`config.mk`:
```
export PLATFORM = sky130hd
export DESIGN_NAME = tism_top
export DESIGN_NICKNAME = d
export VERILOG_FILES = /design/src/core/tism_pkg.sv /design/src/core/tism_reg_if.sv /design/src/core/tism_axil_slave.sv /design/src/core/tism_cause_latch.sv /design/src/core/tism_top.sv
export SDC_FILE = /design/constraint.sdc
export NUM_CORES = 1
export LEC_CHECK = 0
export CORE_UTILIZATION = 55
export DETAILED_ROUTE_END_ITERATION = 12
export DONT_BUFFER_PORTS = 1
export GPL_TIMING_DRIVEN = 0
export PLACE_DENSITY = 0.7
export SYNTH_ARGS = -nofsm -noshare
export SYNTH_HDL_FRONTEND = slang
export SYNTH_HIERARCHICAL = 1
export SYNTH_SLANG_ARGS = --single-unit
```
`constraint.sdc`:
```
create_clock -name aclk -period 4.55 [get_ports aclk]
set_input_delay 0.2275 -clock aclk [delete_from_list [all_inputs] [get_ports aclk]]
set_output_delay 0.2275 -clock aclk [all_outputs]
set_load 0.03 [all_outputs]
```
`src/core/tism_pkg.sv`:
```
// shared constants for the thermal interrupt status and mask block
package tism_pkg;
  localparam int ADDR_W = 12;
  localparam logic [7:0] CFG_IDX = 8'h40;
  localparam logic [7:0] STATUS_IDX = 8'h41;
  localparam logic [7:0] MASK_IDX = 8'h43;
  localparam logic [7:0] EVT_IDX = 8'h44;
  localparam logic [7:0] EVT_EN_IDX = 8'h45;
  localparam int B_INT_LIMIT = 0;
  localparam int B_REMOTE2_LIMIT = 1;
  localparam int B_REMOTE2_FAULT = 2;
  localparam int B_SPARE_LEVEL = 4;
  localparam int B_REMOTE1_LIMIT = 5;
  localparam int B_OVERHEAT_EXT = 6;
  localparam int B_REMOTE1_FAULT = 7;
  localparam int C_START = 0;
  localparam int C_INT_EN = 1;
  localparam int C_INT_CLR = 2;
  localparam int C_SOFT_RST = 4;
  localparam int C_POL_FLIP = 6;
  localparam logic [7:0] CFG_RESET = 8'h05;
  localparam logic [7:0] CFG_WMASK = 8'hC7;
  localparam logic [7:0] STATUS_RESET = 8'h00;
  localparam logic [7:0] MASK_RESET = 8'h00;
  localparam logic [7:0] MASK_WMASK = 8'hF7;
  localparam logic [7:0] LATCHED_BITS = 8'hE7;
  localparam logic [7:0] EVT_RESET = 8'h00;
  localparam logic [1:0] RESP_OKAY = 2'h0;
  localparam logic [1:0] RESP_SLVERR = 2'h2;

  function automatic logic [ADDR_W-1:0] reg_addr(input logic [7:0] idx);
    reg_addr = {2'h0, idx, 2'h0};
  endfunction
endpackage

```
`src/core/tism_reg_if.sv`:
```
// internal register access strobes between bus slave and register file
`timescale 1ns/1ps
interface tism_reg_if;
  logic wr_en;
  logic [11:0] wr_addr;
  logic [7:0] wr_data;
  logic wr_lane0;
  logic wr_ok;
  logic rd_en;
  logic [11:0] rd_addr;
  logic [7:0] rd_data;
  logic rd_ok;
  modport bus_side (output wr_en, wr_addr, wr_data, wr_lane0, rd_en, rd_addr,
    input wr_ok, rd_data, rd_ok);
  modport reg_side (input wr_en, wr_addr, wr_data, wr_lane0, rd_en, rd_addr,
    output wr_ok, rd_data, rd_ok);
endinterface

```
`src/core/tism_axil_slave.sv`:
```
// axi4-lite slave turning bus transfers into register strobes
`timescale 1ns/1ps
module tism_axil_slave (
  input wire logic aclk,
  input wire logic aresetn,
  input wire logic [11:0] awaddr,
  input wire logic awvalid,
  output logic awready,
  input wire logic [31:0] wdata,
  input wire logic [3:0] wstrb,
  input wire logic wvalid,
  output logic wready,
  output logic [1:0] bresp,
  output logic bvalid,
  input wire logic bready,
  input wire logic [11:0] araddr,
  input wire logic arvalid,
  output logic arready,
  output logic [31:0] rdata,
  output logic [1:0] rresp,
  output logic rvalid,
  input wire logic rready,
  tism_reg_if.bus_side rb
);
  logic aw_full;
  logic w_full;
  logic [11:0] aw_q;
  logic [7:0] w_q;
  logic lane0_q;

  assign awready = !aw_full && !bvalid;
  assign wready = !w_full && !bvalid;
  assign arready = !rvalid;
  // write fires once both halves are held; response one cycle later
  assign rb.wr_en = aw_full && w_full && !bvalid;
  assign rb.wr_addr = aw_q;
  assign rb.wr_data = w_q;
  assign rb.wr_lane0 = lane0_q;
  assign rb.rd_en = arvalid && arready;
  assign rb.rd_addr = araddr;

  always_ff @(posedge aclk) begin
    if (!aresetn) begin
      aw_full <= 1'b0;
      aw_q <= 12'h000;
    end else if (awvalid && awready) begin
      aw_full <= 1'b1;
      aw_q <= awaddr;
    end else if (rb.wr_en) begin
      aw_full <= 1'b0;
    end
  end

  always_ff @(posedge aclk) begin
    if (!aresetn) begin
      w_full <= 1'b0;
      w_q <= 8'h00;
      lane0_q <= 1'b0;
    end else if (wvalid && wready) begin
      w_full <= 1'b1;
      w_q <= wdata[7:0];
      lane0_q <= wstrb[0];
    end else if (rb.wr_en) begin
      w_full <= 1'b0;
    end
  end

  always_ff @(posedge aclk) begin
    if (!aresetn) begin
      bvalid <= 1'b0;
      bresp <= tism_pkg::RESP_OKAY;
    end else if (rb.wr_en) begin
      bvalid <= 1'b1;
      bresp <= rb.wr_ok ? tism_pkg::RESP_OKAY : tism_pkg::RESP_SLVERR;
    end else if (bready) begin
      bvalid <= 1'b0;
    end
  end

  always_ff @(posedge aclk) begin
    if (!aresetn) begin
      rvalid <= 1'b0;
      rdata <= 32'h0000_0000;
      rresp <= tism_pkg::RESP_OKAY;
    end else if (rb.rd_en) begin
      rvalid <= 1'b1;
      rdata <= {24'h000000, rb.rd_data};
      rresp <= rb.rd_ok ? tism_pkg::RESP_OKAY : tism_pkg::RESP_SLVERR;
    end else if (rready) begin
      rvalid <= 1'b0;
    end
  end
endmodule // tism_axil_slave

```
`src/core/tism_cause_latch.sv`:
```
// cause flags: latched error bits plus the live spare input level
`timescale 1ns/1ps
module tism_cause_latch (
  input wire logic aclk,
  input wire logic aresetn,
  input wire logic [7:0] cause_raw,
  input wire logic spare_level,
  input wire logic read_clear,
  input wire logic soft_clear,
  output logic [7:0] cause_flags
);
  logic [7:0] held;
  logic [7:0] next_held;

  // set wins over the clear-on-read so a coincident event is kept
  always_comb begin
    next_held = (cause_raw | (held & ~{8{read_clear}})) & tism_pkg::LATCHED_BITS;
    if (soft_clear) begin
      next_held = tism_pkg::STATUS_RESET;
    end
  end

  always_ff @(posedge aclk) begin
    if (!aresetn) begin
      held <= tism_pkg::STATUS_RESET;
    end else begin
      held <= next_held;
    end
  end

  // spare bit is never stored, a read cannot clear it
  always_comb begin
    cause_flags = held;
    cause_flags[tism_pkg::B_SPARE_LEVEL] = spare_level;
  end
endmodule // tism_cause_latch

```
`src/core/tism_top.sv`:
```
// thermal interrupt status and mask block with axi4-lite register access
// Contract
// - bit 0 flags internal sensor limit error
// - bit 1 flags remote two limit error
// - bit 2 flags remote two diode fault
// - bit 5 flags remote one limit error
// - bit 7 flags remote one diode fault
// - bit 6 flags externally driven overheat line
// - bit 4 is spare pin, optionally inverted
// - spare bit follows pin live, unlatched
// - status read never clears spare bit
// - status register resets to zero
// - mask bit one blocks its status bit
// - mask register resets to zero
// - alert output only when interrupts enabled
// - interrupt clear releases alert, keeps status
// - soft reset restores registers, self clears; the event and event enable registers keep their values
//
// The implementer's own choice: the AXI4-Lite interface to the registers.
`timescale 1ns/1ps
module tism_top (
  input wire logic aclk,
  input wire logic aresetn,
  input wire logic [11:0] s_axi_awaddr,
  input wire logic s_axi_awvalid,
  output logic s_axi_awready,
  input wire logic [31:0] s_axi_wdata,
  input wire logic [3:0] s_axi_wstrb,
  input wire logic s_axi_wvalid,
  output logic s_axi_wready,
  output logic [1:0] s_axi_bresp,
  output logic s_axi_bvalid,
  input wire logic s_axi_bready,
  input wire logic [11:0] s_axi_araddr,
  input wire logic s_axi_arvalid,
  output logic s_axi_arready,
  output logic [31:0] s_axi_rdata,
  output logic [1:0] s_axi_rresp,
  output logic s_axi_rvalid,
  input wire logic s_axi_rready,
  input wire logic internal_limit_hit,
  input wire logic remote2_limit_hit,
  input wire logic remote2_diode_fault,
  input wire logic remote1_limit_hit,
  input wire logic remote1_diode_fault,
  input wire logic overheat_line_n,
  input wire logic overheat_self_drive,
  input wire logic spare_logic_input,
  output logic monitor_start,
  output logic alert_n,
  output logic irq
);
  tism_reg_if rb ();

  logic [7:0] cfg;
  logic [7:0] irq_cause_gate;
  logic [7:0] irq_cause_flags;
  logic [7:0] cause_raw;
  logic [7:0] evt;
  logic [7:0] evt_en;
  logic [7:0] flags_q;
  logic spare_input_level_flag;
  logic status_read;
  logic soft_clear;
  logic remote1_limit_flag;
  logic remote2_limit_flag;
  logic overheat_external_flag;
  logic spare_input_polarity_flip;
  logic next_alert_n;

  tism_axil_slave u_bus (
    .aclk(aclk),
    .aresetn(aresetn),
    .awaddr(s_axi_awaddr),
    .awvalid(s_axi_awvalid),
    .awready(s_axi_awready),
    .wdata(s_axi_wdata),
    .wstrb(s_axi_wstrb),
    .wvalid(s_axi_wvalid),
    .wready(s_axi_wready),
    .bresp(s_axi_bresp),
    .bvalid(s_axi_bvalid),
    .bready(s_axi_bready),
    .araddr(s_axi_araddr),
    .arvalid(s_axi_arvalid),
    .arready(s_axi_arready),
    .rdata(s_axi_rdata),
    .rresp(s_axi_rresp),
    .rvalid(s_axi_rvalid),
    .rready(s_axi_rready),
    .rb(rb)
  );

  function automatic logic hit(input logic [11:0] a, input logic [7:0] idx);
    hit = (a == tism_pkg::reg_addr(idx));
  endfunction

  function automatic logic mapped(input logic [11:0] a);
    mapped = hit(a, tism_pkg::CFG_IDX) || hit(a, tism_pkg::STATUS_IDX) ||
      hit(a, tism_pkg::MASK_IDX) || hit(a, tism_pkg::EVT_IDX) ||
      hit(a, tism_pkg::EVT_EN_IDX);
  endfunction

  logic wr_lo;
  assign wr_lo = rb.wr_en && rb.wr_lane0;
  assign rb.wr_ok = mapped(rb.wr_addr);
  assign rb.rd_ok = mapped(rb.rd_addr);
  assign status_read = rb.rd_en && hit(rb.rd_addr, tism_pkg::STATUS_IDX);
  // soft reset bit is an action, never stored, so it reads back zero
  assign soft_clear = wr_lo && hit(rb.wr_addr, tism_pkg::CFG_IDX) &&
    rb.wr_data[tism_pkg::C_SOFT_RST];
  assign spare_input_polarity_flip = cfg[tism_pkg::C_POL_FLIP];
  assign monitor_start = cfg[tism_pkg::C_START];

  // cause inputs
  assign remote1_limit_flag = remote1_limit_hit;
  assign remote2_limit_flag = remote2_limit_hit;
  // only an outside party pulling the line counts, not our own driver
  assign overheat_external_flag = !overheat_line_n && !overheat_self_drive;
  assign spare_input_level_flag = spare_logic_input ^ spare_input_polarity_flip;

  always_comb begin
    cause_raw = 8'h00;
    cause_raw[tism_pkg::B_INT_LIMIT] = internal_limit_hit;
    cause_raw[tism_pkg::B_REMOTE2_LIMIT] = remote2_limit_flag;
    cause_raw[tism_pkg::B_REMOTE2_FAULT] = remote2_diode_fault;
    cause_raw[tism_pkg::B_REMOTE1_LIMIT] = remote1_limit_flag;
    cause_raw[tism_pkg::B_REMOTE1_FAULT] = remote1_diode_fault;
    cause_raw[tism_pkg::B_OVERHEAT_EXT] = overheat_external_flag;
  end

  tism_cause_latch u_latch (
    .aclk(aclk),
    .aresetn(aresetn),
    .cause_raw(cause_raw),
    .spare_level(spare_input_level_flag),
    .read_clear(status_read),
    .soft_clear(soft_clear),
    .cause_flags(irq_cause_flags)
  );

  always_ff @(posedge aclk) begin
    if (!aresetn) begin
      cfg <= tism_pkg::CFG_RESET;
    end else if (soft_clear) begin
      cfg <= tism_pkg::CFG_RESET;
    end else if (wr_lo && hit(rb.wr_addr, tism_pkg::CFG_IDX)) begin
      cfg <= rb.wr_data & tism_pkg::CFG_WMASK;
    end
  end

  always_ff @(posedge aclk) begin
    if (!aresetn) begin
      irq_cause_gate <= tism_pkg::MASK_RESET;
    end else if (soft_clear) begin
      irq_cause_gate <= tism_pkg::MASK_RESET;
    end else if (wr_lo && hit(rb.wr_addr, tism_pkg::MASK_IDX)) begin
      irq_cause_gate <= rb.wr_data & tism_pkg::MASK_WMASK;
    end
  end

  // clear bit only releases the pin; status stays untouched
  assign next_alert_n = !(cfg[tism_pkg::C_INT_EN] && !cfg[tism_pkg::C_INT_CLR] &&
    |(irq_cause_flags & ~irq_cause_gate));

  always_ff @(posedge aclk) begin
    if (!aresetn) begin
      alert_n <= 1'b1;
    end else begin
      alert_n <= next_alert_n;
    end
  end

  // sticky event bits on each rising cause flag, write one to clear
  always_ff @(posedge aclk) begin
    if (!aresetn) begin
      flags_q <= tism_pkg::STATUS_RESET;
    end else begin
      flags_q <= irq_cause_flags;
    end
  end

  always_ff @(posedge aclk) begin
    if (!aresetn) begin
      evt <= tism_pkg::EVT_RESET;
    end else if (wr_lo && hit(rb.wr_addr, tism_pkg::EVT_IDX)) begin
      evt <= (evt & ~rb.wr_data) | (irq_cause_flags & ~flags_q);
    end else begin
      evt <= evt | (irq_cause_flags & ~flags_q);
    end
  end

  always_ff @(posedge aclk) begin
    if (!aresetn) begin
      evt_en <= tism_pkg::EVT_RESET;
    end else if (wr_lo && hit(rb.wr_addr, tism_pkg::EVT_EN_IDX)) begin
      evt_en <= rb.wr_data;
    end
  end

  assign irq = |(evt & evt_en);

  always_comb begin
    rb.rd_data = 8'h00;
    if (hit(rb.rd_addr, tism_pkg::CFG_IDX)) begin
      rb.rd_data = cfg;
    end else if (hit(rb.rd_addr, tism_pkg::STATUS_IDX)) begin
      rb.rd_data = irq_cause_flags;
    end else if (hit(rb.rd_addr, tism_pkg::MASK_IDX)) begin
      rb.rd_data = irq_cause_gate;
    end else if (hit(rb.rd_addr, tism_pkg::EVT_IDX)) begin
      rb.rd_data = evt;
    end else if (hit(rb.rd_addr, tism_pkg::EVT_EN_IDX)) begin
      rb.rd_data = evt_en;
    end
  end
endmodule // tism_top

```
==> flow_summary_export.csv <==
group,metric,value,unit
critical_path,crit_chain,"or4b_1, clkbuf_1, or4_1, buf_2, nor2_1, nand2b_4, a21oi_1",
timing,setup_viol,0,
critical_path,critPathArrivalTime,2440,ps
finish,nNetsFinal,579,
placement,dpl_cell_area,0.00407,mm²
global_route,grt_util_all_layers,25.1,%
critical_path,startpoint_type,"flip-flop",
global_route,grt_pass1_wl,14000,µm
global_route,grt_pass1_vias,2865,
clock_network,cts_tree,"yes",
timing,max_freq,453,MHz
critical_path,crit_family,"simple AND/OR/NAND/NOR gates",
routing,drt_iter0_drc,148,
clock_network,numCtsBuffers,9,
yosys,syn_inst,464,
clock_network,cts_max_path_buffers,2,
min_path,hold_class,"primary input to flip-flop",
routing,totalWireLength,8760,µm
finish,stdcell_count,605,
placement,placed_cells,585,
die,num_io_pins,119,
timing,rsz0062_at_grt,"no",
yosys,syn_area,0.00385,mm²
critical_path,cp_max_fo,7,
critical_path,critPathRequiredTime,4780,ps
routing,wl_per_cell,14.5,µm
status,status,"finished, final reports clean",
clock_network,cts.clk_slew.worst_paths,80,ps
global_route,busiest_layer,"met2",
yosys,syn_area_per_cell,8.30,µm²
timing,worst_slew_pin_slew,746,ps
power,power,1.42,mW
global_route,antenna_found_initial,0,
timing,finalWorstSetupSlack,2340,ps
placement,dp_hpwl,6670,µm
clock_network,clock_latency,340,ps
placement,place_congestion,0.948,
timing,slew_headroom,49.8,%
finish,utilization,63.1,%
global_route,grt_max_degree,14,
finish,syn_to_final_growth,11.4,%
routing,dr_total_vias,3147,
die,rows,30,
clock_network,cts_setup_buffers,0,
die,die_h,85.7,µm
timing,min_period,2210,ps
clock_network,cts_sinks,78,
timing,period_share,48.5,%
critical_path,critPathBufInv,2,
clock_network,cts-root-buf,"clkbuf_8",
critical_path,critPathSlowestCell,"or4b_1",
power,cellPowerDensity,330,mW/mm²
critical_path,worstSetupPathType,"flip-flop to flip-flop",
job,drv_cap,0,
finish,design_area,0.00429,mm²
power,ir_drop,0.224,mV
global_route,gr-usage-met2,39.0,%
global_route,met3_usage,5.49,%
die,die_area,0.00734,mm²
critical_path,crit_path_end_kind,"flip-flop",
placement,port_buffers,0,
routing,dr.pass1.iters,4,
die,initial_core_util,56.7,%
timing,finalMaxSlewViolations,0,
timing,worst_clock_skew,9.17,ps
global_route,grt_use_met1,33.9,%
finish,drive_above_1_share,15.7,%
die,die_w,85.7,µm
routing,drc_errors,0,
finish,diodes,0,
placement,dp_slack,2380,ps
die,core,0.00679,mm²
yosys,yosysWarningCount,6,
power,leakagePower,1.77,nW
timing,holdWs,20.7,ps
global_route,grt_overflow_total,0,
routing,ant_nets,0,
critical_path,slowest_delay,520,ps
routing,routed_via_density,5.20,
timing,fin_tns_setup,0,ps
clock_network,cts_max_level,3,
timing,hold_viol_final,0,
-- report_power, final --
group          leakage, nW  total, mW  internal, mW  switching, mW
Clock               0.0930      0.474         0.230          0.244
Combinational         1.03      0.189        0.0738          0.115
Sequential           0.639      0.753         0.714         0.0383
Total                 1.77       1.42          1.02          0.397
-- layout make-up --
class                   count  area, µm²
inverters                  26       97.6
repair buffers              4       40.0
clock buffers              12        155
clock inverters             4       30.0
multi-input cells         320       1840
flip-flops and latches     78       1560
well taps                  96        120
plain buffers              65        443
fillers                   615       2500
-- what timing repair did --
action,in CTS,in global routing
gates resized for setup,0,0
endpoints found under the hold margin,4,0
hold buffers,4,0
-- worst paths after layout --
path | startpoint | end | slack [ps] | cells past startpoint
worst min register to register | flags_q[7] | evt[7] | 400 | 1
worst max register to register | u_bus/rb.wr_addr[9] | u_latch/held[6] | 2340 | 7
worst min-delay path | remote2_diode_fault | u_latch/held[2] | 20 | 2
worst max-delay path | u_bus/rb.wr_addr[9] | u_latch/held[6] | 2340 | 7
-- worst reg2reg max path: cells and delay by family (launching register included) --
family | cells | cell delay, ps
buffers and inverters | 2 | 390
AOI/OAI and AO/OA | 1 | 50
DFF | 1 | 310
and+or+nand+nor | 4 | 1360
-- registers in the layout, summed over array words and instances, names as in the netlist --
signal             flops
u_bus/rb.wr_addr      12
evt                    8
evt_en                 8
flags_q                8
u_bus/rb.wr_data       8
u_bus/rdata            8
irq_cause_gate         7
u_latch/held           6
cfg                    5
alert_n                1
u_bus/aw_full          1
u_bus/bresp            1
u_bus/bvalid           1
u_bus/rb.wr_lane0      1
u_bus/rresp            1
u_bus/rvalid           1
u_bus/w_full           1
-- layout by cell type, fill, tap and decap left out, types with 6 or more instances in the layout --
| cell type | count |
|---|---|
| inv_1 | 25 |
| nand2_1 | 81 |
| a21oi_1 | 15 |
| nor2b_1 | 11 |
| nor2_1 | 21 |
| mux2i_1 | 22 |
| nor3_1 | 6 |
| buf_4 | 41 |
| dfxtp_1 | 78 |
| o311ai_1 | 7 |
| a21boi_0 | 10 |
| clkbuf_8 | 11 |
| o21ai_0 | 21 |
| a22oi_1 | 9 |
| clkbuf_1 | 14 |
| conb_1 | 27 |
| o21ai_1 | 9 |
| nand3_1 | 24 |
| nand2b_1 | 12 |
-- layer usage --
layer | wire [µm] | up-vias | part of all wire, %
li1 | - | 1596 | -
met1 | 3900 | 1411 | 45
met2 | 3910 | 127 | 45
met3 | 797 | 13 | 9.1
met4 | 157 | 0 | 1.8
met5 | 0 | - | 0
Power figures use the tool's default switching activity.
